[src/rtl/stp_defs.svh]
// constants for the smbus temperature register port
`ifndef STP_DEFS_SVH
`define STP_DEFS_SVH
`define STP_ADDR_BASE     7'h48
`define STP_REG_TEMP1     8'h00
`define STP_REG_TEMP2     8'h01
`define STP_REG_CONFIG    8'h02
`define STP_CFG_CH2_LOCAL 1
`define STP_CFG_RESET     8'h00
`define STP_PTR_RESET     8'h00
`define STP_UNMAPPED_READ 8'hff
`endif

[src/rtl/stp_pkg.sv]
// types for the smbus temperature register port
package stp_pkg;
  typedef enum logic [3:0] {
    STP_IDLE, STP_ADDR, STP_ADDR_ACK, STP_CMD, STP_CMD_ACK,
    STP_DATA, STP_DATA_ACK, STP_TX, STP_TX_ACK, STP_IGNORE
  } stp_state_t;
endpackage

[src/rtl/stp_smbus_port.sv]
// smbus slave register port of a two-channel temperature monitor
`timescale 1ns/10ps
`include "stp_defs.svh"

module stp_smbus_port
  import stp_pkg::*;
(
  // clock and reset
  input  wire logic       core_clk_i,
  input  wire logic       rst_n_i,
  // address select strap, static
  input  wire logic [1:0] addr_sel_i,
  // serial pins
  input  wire logic       smb_clk_i,
  input  wire logic       smb_data_i,
  output logic            smb_data_o,
  output logic            smb_data_oe_o,
  // signed temperature results from the converter
  input  wire logic [8:0] temp_remote1_i,
  input  wire logic [8:0] temp_remote2_i,
  input  wire logic [8:0] temp_local_i,
  // channel two source select
  output logic            ch2_local_o
);

  // ----------------------------------------------------------------
  // pin synchronisers and edge detect
  // ----------------------------------------------------------------
  logic [1:0] scl_sync_ff, sda_sync_ff, nxt_scl_sync, nxt_sda_sync;
  logic       scl_d_ff, sda_d_ff, nxt_scl_d, nxt_sda_d;
  logic       scl_rise, scl_fall, start_det, stop_det;
  logic [1:0] sel_meta_ff, sel_sync_ff, nxt_sel_meta, nxt_sel_sync;

  always_comb begin
    nxt_scl_sync = {scl_sync_ff[0], smb_clk_i};
    nxt_sda_sync = {sda_sync_ff[0], smb_data_i};
    nxt_sel_meta = addr_sel_i;
    nxt_sel_sync = sel_meta_ff;
    nxt_scl_d    = scl_sync_ff[1];
    nxt_sda_d    = sda_sync_ff[1];
  end

  always_ff @(posedge core_clk_i or negedge rst_n_i) begin
    if (!rst_n_i) begin
      scl_sync_ff <= 2'h3;
      sda_sync_ff <= 2'h3;
      scl_d_ff    <= 1'b1;
      sda_d_ff    <= 1'b1;
      sel_meta_ff <= 2'h0;
      sel_sync_ff <= 2'h0;
    end else begin
      scl_sync_ff <= nxt_scl_sync;
      sda_sync_ff <= nxt_sda_sync;
      scl_d_ff    <= nxt_scl_d;
      sda_d_ff    <= nxt_sda_d;
      sel_meta_ff <= nxt_sel_meta;
      sel_sync_ff <= nxt_sel_sync;
    end
  end

  assign scl_rise  = scl_sync_ff[1] & ~scl_d_ff;
  assign scl_fall  = ~scl_sync_ff[1] & scl_d_ff;
  assign start_det = scl_sync_ff[1] & scl_d_ff & sda_d_ff & ~sda_sync_ff[1];
  assign stop_det  = scl_sync_ff[1] & scl_d_ff & ~sda_d_ff & sda_sync_ff[1];

  // ----------------------------------------------------------------
  // temperature presentation
  // ----------------------------------------------------------------
  // negative readings clip to zero; positive range fits 8 bits unsigned
  function automatic logic [7:0] stp_clip(input logic [8:0] t);
    stp_clip = t[8] ? 8'h00 : t[7:0];
  endfunction

  logic [7:0] cfg_ff, nxt_cfg;
  logic [7:0] ptr_ff, nxt_ptr;
  logic [7:0] rd_value;

  always_comb begin
    case (ptr_ff)
      `STP_REG_TEMP1:  rd_value = stp_clip(temp_remote1_i);
      `STP_REG_TEMP2:  rd_value = cfg_ff[`STP_CFG_CH2_LOCAL] ? stp_clip(temp_local_i)
                                                             : stp_clip(temp_remote2_i);
      `STP_REG_CONFIG: rd_value = cfg_ff;
      default:         rd_value = `STP_UNMAPPED_READ;
    endcase
  end

  // ----------------------------------------------------------------
  // protocol engine
  // ----------------------------------------------------------------
  stp_state_t state_ff, nxt_state;
  logic [2:0] bit_cnt_ff, nxt_bit_cnt;
  logic [7:0] shift_ff, nxt_shift;
  logic       rd_dir_ff, nxt_rd_dir;
  logic       sda_oe_ff, nxt_sda_oe;
  logic       ch2_ff, nxt_ch2;
  logic [6:0] my_addr;

  // only the two low address bits are strappable
  assign my_addr = `STP_ADDR_BASE | {5'h00, sel_sync_ff};

  always_comb begin
    nxt_state   = state_ff;
    nxt_bit_cnt = bit_cnt_ff;
    nxt_shift   = shift_ff;
    nxt_rd_dir  = rd_dir_ff;
    nxt_sda_oe  = sda_oe_ff;
    nxt_ptr     = ptr_ff;
    nxt_cfg     = cfg_ff;
    nxt_ch2     = cfg_ff[`STP_CFG_CH2_LOCAL];
    if (stop_det) begin
      nxt_state  = STP_IDLE;
      nxt_sda_oe = 1'b0;
    end else if (start_det) begin
      // repeated start keeps the pointer for read byte
      nxt_state   = STP_ADDR;
      nxt_bit_cnt = 3'h0;
      nxt_sda_oe  = 1'b0;
    end else begin
      case (state_ff)
        STP_IDLE, STP_IGNORE: begin
        end
        STP_ADDR, STP_CMD, STP_DATA: begin
          if (scl_rise) begin
            nxt_shift   = {shift_ff[6:0], sda_sync_ff[1]};
            nxt_bit_cnt = bit_cnt_ff + 3'h1;
          end
          // the eighth rising edge completes the byte and wraps the counter
          if (scl_rise && bit_cnt_ff == 3'h7) begin
            case (state_ff)
              STP_ADDR: begin
                // seven address bits sit in the shifter, the r/w bit is still on the pin
                if (shift_ff[6:0] == my_addr) begin
                  nxt_rd_dir = sda_sync_ff[1];
                  nxt_state  = STP_ADDR_ACK;
                end else begin
                  nxt_state = STP_IGNORE;
                end
              end
              STP_CMD: begin
                nxt_ptr   = {shift_ff[6:0], sda_sync_ff[1]};
                nxt_state = STP_CMD_ACK;
              end
              default: begin
                if (ptr_ff == `STP_REG_CONFIG) begin
                  nxt_cfg = {shift_ff[6:0], sda_sync_ff[1]};
                end
                nxt_state = STP_DATA_ACK;
              end
            endcase
          end
        end
        STP_ADDR_ACK, STP_CMD_ACK, STP_DATA_ACK: begin
          // ack drive starts on the falling edge, released on the next one
          if (scl_fall) begin
            if (!sda_oe_ff) begin
              nxt_sda_oe = 1'b1;
            end else begin
              nxt_sda_oe  = 1'b0;
              nxt_bit_cnt = 3'h0;
              case (state_ff)
                STP_ADDR_ACK: begin
                  if (rd_dir_ff) begin
                    nxt_state  = STP_TX;
                    nxt_shift  = rd_value;
                    nxt_sda_oe = ~rd_value[7];
                  end else begin
                    nxt_state = STP_CMD;
                  end
                end
                STP_CMD_ACK: nxt_state = STP_DATA;
                default:     nxt_state = STP_IGNORE;
              endcase
            end
          end
        end
        STP_TX: begin
          if (scl_fall) begin
            nxt_bit_cnt = bit_cnt_ff + 3'h1;
            if (bit_cnt_ff == 3'h7) begin
              nxt_sda_oe = 1'b0;
              nxt_state  = STP_TX_ACK;
            end else begin
              nxt_shift  = {shift_ff[6:0], 1'b0};
              nxt_sda_oe = ~shift_ff[6];
            end
          end
        end
        STP_TX_ACK: begin
          // a single byte is returned whatever the master answers
          if (scl_rise) begin
            nxt_state = STP_IGNORE;
          end
        end
        default: nxt_state = STP_IDLE;
      endcase
    end
  end

  always_ff @(posedge core_clk_i or negedge rst_n_i) begin
    if (!rst_n_i) begin
      state_ff   <= STP_IDLE;
      bit_cnt_ff <= 3'h0;
      shift_ff   <= 8'h00;
      rd_dir_ff  <= 1'b0;
      sda_oe_ff  <= 1'b0;
      ptr_ff     <= `STP_PTR_RESET;
      cfg_ff     <= `STP_CFG_RESET;
      ch2_ff     <= 1'b0;
    end else begin
      state_ff   <= nxt_state;
      bit_cnt_ff <= nxt_bit_cnt;
      shift_ff   <= nxt_shift;
      rd_dir_ff  <= nxt_rd_dir;
      sda_oe_ff  <= nxt_sda_oe;
      ptr_ff     <= nxt_ptr;
      cfg_ff     <= nxt_cfg;
      ch2_ff     <= nxt_ch2;
    end
  end

  // open drain: only ever pulls low
  assign smb_data_o    = 1'b0;
  assign smb_data_oe_o = sda_oe_ff;
  assign ch2_local_o   = ch2_ff;

  // ----------------------------------------------------------------
  // assertions
  // ----------------------------------------------------------------
  property p_ack_after_cmd;
    @(posedge core_clk_i) disable iff (!rst_n_i)
      (state_ff == STP_CMD_ACK && scl_fall && !sda_oe_ff && !start_det && !stop_det) |=> sda_oe_ff;
  endproperty
  a_ack_after_cmd: assert property (p_ack_after_cmd) else $error("no ack after command");

  property p_ptr_from_cmd;
    @(posedge core_clk_i) disable iff (!rst_n_i)
      (state_ff == STP_CMD && nxt_state == STP_CMD_ACK) |=> ptr_ff == {$past(shift_ff[6:0]), $past(sda_sync_ff[1])};
  endproperty
  a_ptr_from_cmd: assert property (p_ptr_from_cmd) else $error("pointer not loaded");

  property p_ptr_stable;
    @(posedge core_clk_i) disable iff (!rst_n_i)
      (state_ff != STP_CMD) |=> $stable(ptr_ff);
  endproperty
  a_ptr_stable: assert property (p_ptr_stable) else $error("pointer changed outside command");

  property p_cfg_only_data;
    @(posedge core_clk_i) disable iff (!rst_n_i)
      (state_ff != STP_DATA) |=> $stable(cfg_ff);
  endproperty
  a_cfg_only_data: assert property (p_cfg_only_data) else $error("config changed outside data");

  property p_clip;
    @(posedge core_clk_i) disable iff (!rst_n_i)
      (ptr_ff == `STP_REG_TEMP1 && temp_remote1_i[8]) |-> rd_value == 8'h00;
  endproperty
  a_clip: assert property (p_clip) else $error("negative temp not clipped");

  property p_ch2_src;
    @(posedge core_clk_i) disable iff (!rst_n_i)
      (ptr_ff == `STP_REG_TEMP2 && cfg_ff[1] && !temp_local_i[8]) |-> rd_value == temp_local_i[7:0];
  endproperty
  a_ch2_src: assert property (p_ch2_src) else $error("channel two source wrong");

  property p_tx_msb;
    @(posedge core_clk_i) disable iff (!rst_n_i)
      (state_ff == STP_ADDR_ACK && nxt_state == STP_TX) |=> sda_oe_ff == ~shift_ff[7];
  endproperty
  a_tx_msb: assert property (p_tx_msb) else $error("first bit not msb");

  property p_foreign_addr;
    @(posedge core_clk_i) disable iff (!rst_n_i)
      (state_ff == STP_IGNORE) |-> !sda_oe_ff;
  endproperty
  a_foreign_addr: assert property (p_foreign_addr) else $error("drive while ignoring");

  property p_foreign_ignored;
    @(posedge core_clk_i) disable iff (!rst_n_i)
      (state_ff == STP_ADDR && scl_rise && bit_cnt_ff == 3'h7 && shift_ff[6:0] != my_addr &&
       !start_det && !stop_det) |=> state_ff == STP_IGNORE;
  endproperty
  a_foreign_ignored: assert property (p_foreign_ignored) else $error("foreign address taken");

  property p_tx_bit;
    @(posedge core_clk_i) disable iff (!rst_n_i)
      (state_ff == STP_TX && scl_fall && bit_cnt_ff != 3'h7 && !start_det && !stop_det)
        |=> sda_oe_ff == ~shift_ff[7];
  endproperty
  a_tx_bit: assert property (p_tx_bit) else $error("data bit out of order");

  property p_ch2_out;
    @(posedge core_clk_i) disable iff (!rst_n_i)
      1'b1 |=> ch2_ff == $past(cfg_ff[`STP_CFG_CH2_LOCAL]);
  endproperty
  a_ch2_out: assert property (p_ch2_out) else $error("channel two select not registered");

  c_write: cover property (@(posedge core_clk_i) state_ff == STP_DATA_ACK);
  c_read:  cover property (@(posedge core_clk_i) state_ff == STP_TX_ACK);
  c_send:  cover property (@(posedge core_clk_i) state_ff == STP_DATA && stop_det);

endmodule

[config.mk]
export PLATFORM = sky130hd
export DESIGN_NAME = stp_smbus_port
export DESIGN_NICKNAME = d
export VERILOG_FILES = /design/src/rtl/stp_pkg.sv /design/src/rtl/stp_smbus_port.sv
export VERILOG_INCLUDE_DIRS = /design/src /design/src/rtl
export SDC_FILE = /design/constraint.sdc
export NUM_CORES = 1
export LEC_CHECK = 0
export ABC_CLOCK_PERIOD_IN_PS = 2150
export BUFFER_PORTS_ARGS = -buffer_cell sky130_fd_sc_hd__buf_2
export CORE_MARGIN = 8
export CORE_UTILIZATION = 50
export CTS_CLUSTER_SIZE = 25
export DETAILED_ROUTE_END_ITERATION = 10
export PLACE_DENSITY = 0.78
export SYNTH_ARGS = -nofsm -noshare
export SYNTH_HDL_FRONTEND = slang
export SYNTH_SLANG_ARGS = --single-unit
[constraint.sdc]
create_clock -name core_clk_i -period 2.15 [get_ports core_clk_i]
set_clock_uncertainty 0.05 [all_clocks]
set_input_delay 0.215 -clock core_clk_i [delete_from_list [all_inputs] [get_ports core_clk_i]]
set_output_delay 0.215 -clock core_clk_i [all_outputs]
set_load 0.02 [all_outputs]
==> results of run 1 <==
## cells in the mapped netlist, types with 3 or more instances
master,n,area (um2)
nand3_1,5,25.02
dfstp_2,6,157.7
a311oi_1,3,26.28
nor3_1,6,30.03
xnor2_1,3,26.28
inv_1,3,11.26
a21oi_1,11,55.05
dfrtp_1,37,925.9
a221oi_1,13,113.9
nand2_1,15,56.30
o21ai_2,4,35.03
nor2_1,11,41.29
clkbuf_1,4,15.01
a211oi_1,3,22.52
nor2b_1,7,43.79
o21ai_0,9,45.04
buf_2,3,15.01
nand4_1,4,25.02
mux2_2,17,191.4
o22ai_1,7,43.79
## stage by stage
stage	power [mW]	cell area [um2]	utilization (%)	TNS (ns)	setup slack, ns
after floorplan	1.454	2282	-	0	0.1525
final	2.360	2824	64.41	0	0.0004372
after global routing	2.494	2824	64.41	-0.2606	-0.1155
after detailed placement	1.669	2592	59.13	0	0.04752
after global placement	1.648	2592	59.13	0	0.04571
after CTS	2.299	2753	62.79	0	0.01889
## cell type report
class                           count  share of cell area, %
Clock buffer                        6                  2.570
Multi-Input combinational cell    158                  41.38
Tap cell                           52                  2.304
Inverter                            3                 0.3988
Sequential cell                    43                  38.37
Clock inverter                      2                  1.329
Timing Repair Buffer               60                  13.65
## worst max path at each step
stage / from / endpoint / slack, ns / cells after the start
floorplan: bit_cnt_ff[0]$_DFFE_PN0P_ / state_ff[0]$_DFFE_PN0P_ / 0.15 / 7
global route: bit_cnt_ff[0]$_DFFE_PN0P_ / state_ff[1]$_DFFE_PN0P_ / -0.12 / 8
global placement: scl_sync_ff[1]$_DFF_PN1_ / shift_ff[3]$_DFFE_PN0P_ / 0.05 / 6
finish: bit_cnt_ff[0]$_DFFE_PN0P_ / state_ff[1]$_DFFE_PN0P_ / 0.0004 / 8
detailed placement: scl_sync_ff[1]$_DFF_PN1_ / shift_ff[5]$_DFFE_PN0P_ / 0.05 / 6
CTS: scl_sync_ff[1]$_DFF_PN1_ / shift_ff[5]$_DFFE_PN0P_ / 0.02 / 6
## per-layer routing
metal / vias up / wire length [um] / GRT usage (%)
li1: 942 / - / -
met1: 977 / 2455 / 20.55
met2: 88 / 2678 / 24.21
met3: 18 / 388 / 4.395
met4: 0 / 154 / 5.651
met5: - / 0 / 0
## cells by family after synthesis
family          share of synthesized area (%)
buf+inv                                 3.125
fa+ha+maj                               1.096
simple gates                            16.78
flops                                   47.48
other cells                            0.1643
compound gates                          20.78
mux                                     9.046
xor+xnor                                1.535
## timing repair
action / 4_1_cts / 5_1_grt
setup endpoints to repair: 0 / 14
gates resized for setup: 0 / 11
hold endpoints to repair: 22 / 0
buffers inserted: 0 / 3
hold buffers: 5 / 0
## sequential cells by signal, summed over array words and instances (netlist names), 2 cells and up
| name | count |
|---|---|
| sda_sync_ff | 2 |
| nxt_sel_sync | 2 |
| shift_ff | 7 |
| cfg_ff | 8 |
| ptr_ff | 8 |
| scl_sync_ff | 2 |
| state_ff | 4 |
| sel_sync_ff | 2 |
| bit_cnt_ff | 3 |
## tightest hold or removal path: stages
cell and delay [ns]:
buf_2 0.08, a211oi_1 0.06, o21ai_0 0.10, a31oi_1 0.10
## power by group through the flow
stage | clock network [mW] | registers, mW | logic [mW]
6_report | 0.619 | 1.08 | 0.658
4_1_cts | 0.633 | 1.07 | 0.597
2_1_floorplan | 0 | 1.02 | 0.438
5_1_grt | 0.666 | 1.10 | 0.726
3_5_place_dp | 0 | 1.08 | 0.586
3_3_place_gp | 0 | 1.08 | 0.570
==> metrics, run 1 <==
drt pass-1 iters=4; Final ANT Viol Nets=0; CP Capture Type=register; Slew Viols, Final=0; count of cell types in the netlist=54; internal power=1.613 mW; Die Wd=83.56 um; slew margin rel.=62.55%; first-pass GRT wire length=9218 um; Reg area=1084 um2; setup slack, reg-to-reg=0.0004 ns; Post-synth EDFFs=0; clk_lat worst skew=0.30 ns; placer's final routability congestion estimate=0.9085; CP cell instances=ha_1 > ha_4 > nor2b_2 > a221oi_2 > buf_4 > nor4b_4 > o21ai_1 > o32ai_2; # DRC=0; DR vias/cell=6.250; Synth async-reset ratio=100.0%; antenna cells=0; Worst R2R End=state_ff[1]$_DFFE_PN0P_; register share of total power=45.9%; Via Count=2025; Seq/Total Area, Yosys=47.48%; Final Net Count=306; WS Path Type=reg2reg; CTS tree=done; average size of a mapped cell=10.66 um2; filler cell count=344; Layout area overhead=23.74%; Hold Path Stages=4; total grt overflow=0; CTS sink cnt=43; initial drt markers=198; post-placement cell count=308; YS warnings=0; CP startpoint kind=register; Starting Density=52.05%; most frequent cells in the layout=dfrtp_1 (37), buf_2 (34), buf_4 (20); Max-Cap Viols=0; CTS Buf Count=5; vias in the first global route=1939; Worst Tran Pin Value=0.5617 ns; CP arrival=2.31 ns; worst vdd ir=0.0005469 V; unrepaired setup endpoints after global routing=yes; Final period util=99.98%; Port Buffers=34; # setup viols final=0; Comb power frac=27.9%; Synth Flop Type=dfrtp_1; post-route insts no fill=324; most common cell after layout, fill and taps aside=dfrtp_1; Yosys reg bits=43; endpoints failing hold=0; Die Ht=83.56 um; WHS=0.2430 ns; cell family with most CP delay=simple AND/OR/NAND/NOR gates; largest net degree at the start of global routing=24; DR WL/cell=17.52 um; Peak Freq=465.2 MHz; mapped cell area=2282 um2; Critical Path RT=2.31 ns; clock transition at the registers of the reported paths=0.08 ns; Mapped Nets=249; area used by multi-input combinational logic=1169 um2; Worst R2R Path Depth=8; Clock Power Share=26.2%; Static Leak=1.285 nW; full die area=6982 um2; WL final=5677 um; min cycle time layout=2.150 ns; core area=4384 um2; Largest stage delay, worst path=0.39 ns; I/O pin cnt=36; All-Layer GR Usage=15.78%; Switching Power=0.7474 mW; Sw Share=31.67%; hold endpoint=smb_data_oe_o$_DFFE_PN0P_; status=complete, no violations; Final HPWL DP=4125 um; H-tree depth=2; Hold Path Class=in2reg; Worst Hold Launch=temp_remote1_i[7]; antenna violations before repair=0; Pwr per Cell Area=835.8 nW/um2; number of cell rows=24; crit path buf inv count=1; Root Driver=clkbuf_8; layout cells sized above 1=38.24%; CP Max Fanout=6; slowest CP cell=dfrtp_1; R2R Path Start=bit_cnt_ff[0]$_DFFE_PN0P_; Cells after Synth=214; clock buffer depth=2
No activity file was read; power rests on OpenSTA's default activity.
==> run 2, diff against run 1 <==
CELL_PAD_IN_SITES_DETAIL_PLACEMENT = 0   (was default)
CELL_PAD_IN_SITES_GLOBAL_PLACEMENT = 2   (was default)
CORE_UTILIZATION = 33   (was 50)
PLACE_DENSITY = 0.79   (was 0.78)
==> run 2 against run 1 <==
- sequential power about the same
- non-clock buffer count grew 4
- first-iteration DRC count fell by 55%
- core utilization down 22 points
- worst setup slack better by 0.078 ns
- combinational power shrank 2%
- count of clock-buffer cells in the layout is 1 lower
- sequential cell count did not move
- power shrank 2.5%
- sequential share of layout area down 0.69 points
- largest cell class unchanged
- routed wire length rose by 6.6%
- via count fell by 4.4%
==> metrics, run 2 (synthesis results as in run 1) <==
status=complete, no violations; largest net degree at the start of global routing=28; Peak Freq=482.7 MHz; drt pass-1 iters=4; CP arrival=2.22 ns; CP startpoint kind=register; antenna cells=0; Layout area overhead=26.15%; full die area=9833 um2; DR WL/cell=17.00 um; Final period util=96.37%; endpoints failing hold=0; total grt overflow=0; H-tree depth=2; CP Capture Type=register; Starting Density=33.78%; layout cells sized above 1=40.94%; Root Driver=clkbuf_8; Final HPWL DP=4549 um; WHS=0.2310 ns; filler cell count=680; Via Count=1935; WS Path Type=reg2reg; placer's final routability congestion estimate=0.7826; slew margin rel.=60.51%; Pwr per Cell Area=798.9 nW/um2; CTS sink cnt=43; Critical Path RT=2.30 ns; # setup viols final=0; Hold Path Class=in2reg; clock buffer depth=2; CTS tree=done; largest registers=cfg_ff x8, ptr_ff x8, shift_ff x7; # DRC=0; min cycle time layout=2.072 ns; WL final=6052 um; Static Leak=1.302 nW; setup TNS=0 ns; CP Max Fanout=16; most common cell after layout, fill and taps aside=dfrtp_1; first-pass GRT wire length=9963 um; number of cell rows=30; worst vdd ir=0.0002697 V; vias in the first global route=1968; CTS Buf Count=5; Final ANT Viol Nets=0; Port Buffers=34; Max-Cap Viols=0; Final Net Count=310; Die Wd=99.16 um; clk_lat worst skew=0.31 ns; initial drt markers=89; clock transition at the registers of the reported paths=0.10 ns; most frequent cells in the layout=dfrtp_1 (36), buf_2 (34), buf_4 (24); antenna violations before repair=0; I/O pin cnt=36; Slew Viols, Final=0; DR vias/cell=5.435; Die Ht=99.16 um; core area=6756 um2; Worst Tran Pin Value=0.5924 ns; All-Layer GR Usage=12.56%
[run 2: power breakdown]
group / total, mW / switching, mW / internal (mW)
Combinational: 0.644 / 0.288 / 0.356
Clock: 0.568 / 0.326 / 0.242
Sequential: 1.09 / 0.170 / 0.917
Total: 2.30 / 0.785 / 1.52
[run 2: worst paths after layout]
| path | slack, ns | startpoint | cells after the start | to |
|---|---|---|---|---|
| max | 0.08 | state_ff[3]$_DFFE_PN0P_ | 7 | state_ff[0]$_DFFE_PN0P_ |
| min | 0.23 | temp_remote1_i[7] | 4 | smb_data_oe_o$_DFFE_PN0P_ |
| max reg2reg | 0.08 | state_ff[3]$_DFFE_PN0P_ | 7 | state_ff[0]$_DFFE_PN0P_ |
| min reg2reg | 0.30 | nxt_sel_sync[1]$_DFF_PN0_ | 0 | sel_sync_ff[1]$_DFF_PN0_ |
| max in group asynchronous | 1.02 | rst_n_i | 3 | sda_d_ff$_DFF_PN1_ |
| min in group asynchronous | 0.38 | rst_n_i | 2 | ptr_ff[0]$_DFFE_PN0P_ |
[run 2: timing repair]
action | CTS | global route
resized for setup | 0 | 15
setup buffers | 0 | 4
hold endpoints to repair | 26 | 0
hold buffers | 5 | 0
endpoints found under the setup margin | 0 | 11
[run 2: final cells by class]
type / count / area (um2) / area share (%)
clock buffer: 5 / 68.82 / 2.390
clock inverter: 3 / 26.28 / 0.9126
inverter: 3 / 11.26 / 0.3911
multi-input combinational: 158 / 1172 / 40.72
sequential: 43 / 1085 / 37.68
tap: 80 / 100.1 / 3.477
timing repair buffer: 64 / 415.4 / 14.43
[run 2: metrics by stage]
step	worst slack, ns	utilization, %	instances	total power, mW	cell area [um2]
after floorplan	0.1525	-	214	1.454	2282
after global placement	0.08192	39.22	339	1.663	2650
after detailed placement	0.06389	39.22	339	1.674	2650
after CTS	0.03913	41.37	352	2.252	2795
after global routing	-0.01194	42.61	356	2.434	2879
final	0.07812	42.61	356	2.300	2879
[run 2: per-layer routing]
layer | track usage, % | vias up | part of all wire, % | wire, um
met2 | 19.91 | 29 | 48 | 2883
met4 | 3.842 | 0 | 1.3 | 80
met3 | 2.304 | 5 | 2.3 | 140
met1 | 16.92 | 951 | 49 | 2948
met5 | 0 | - | 0 | 0
li1 | - | 950 | - | -
[run 2: worst max-delay path, cell delays in order (launching register included)]
cell      delay (ns)
dfrtp_1         0.71
a21bo_2         0.24
a221oi_2        0.03
buf_4           0.15
nor4b_4         0.35
buf_4           0.19
o2111a_1        0.20
a211oi_2        0.04
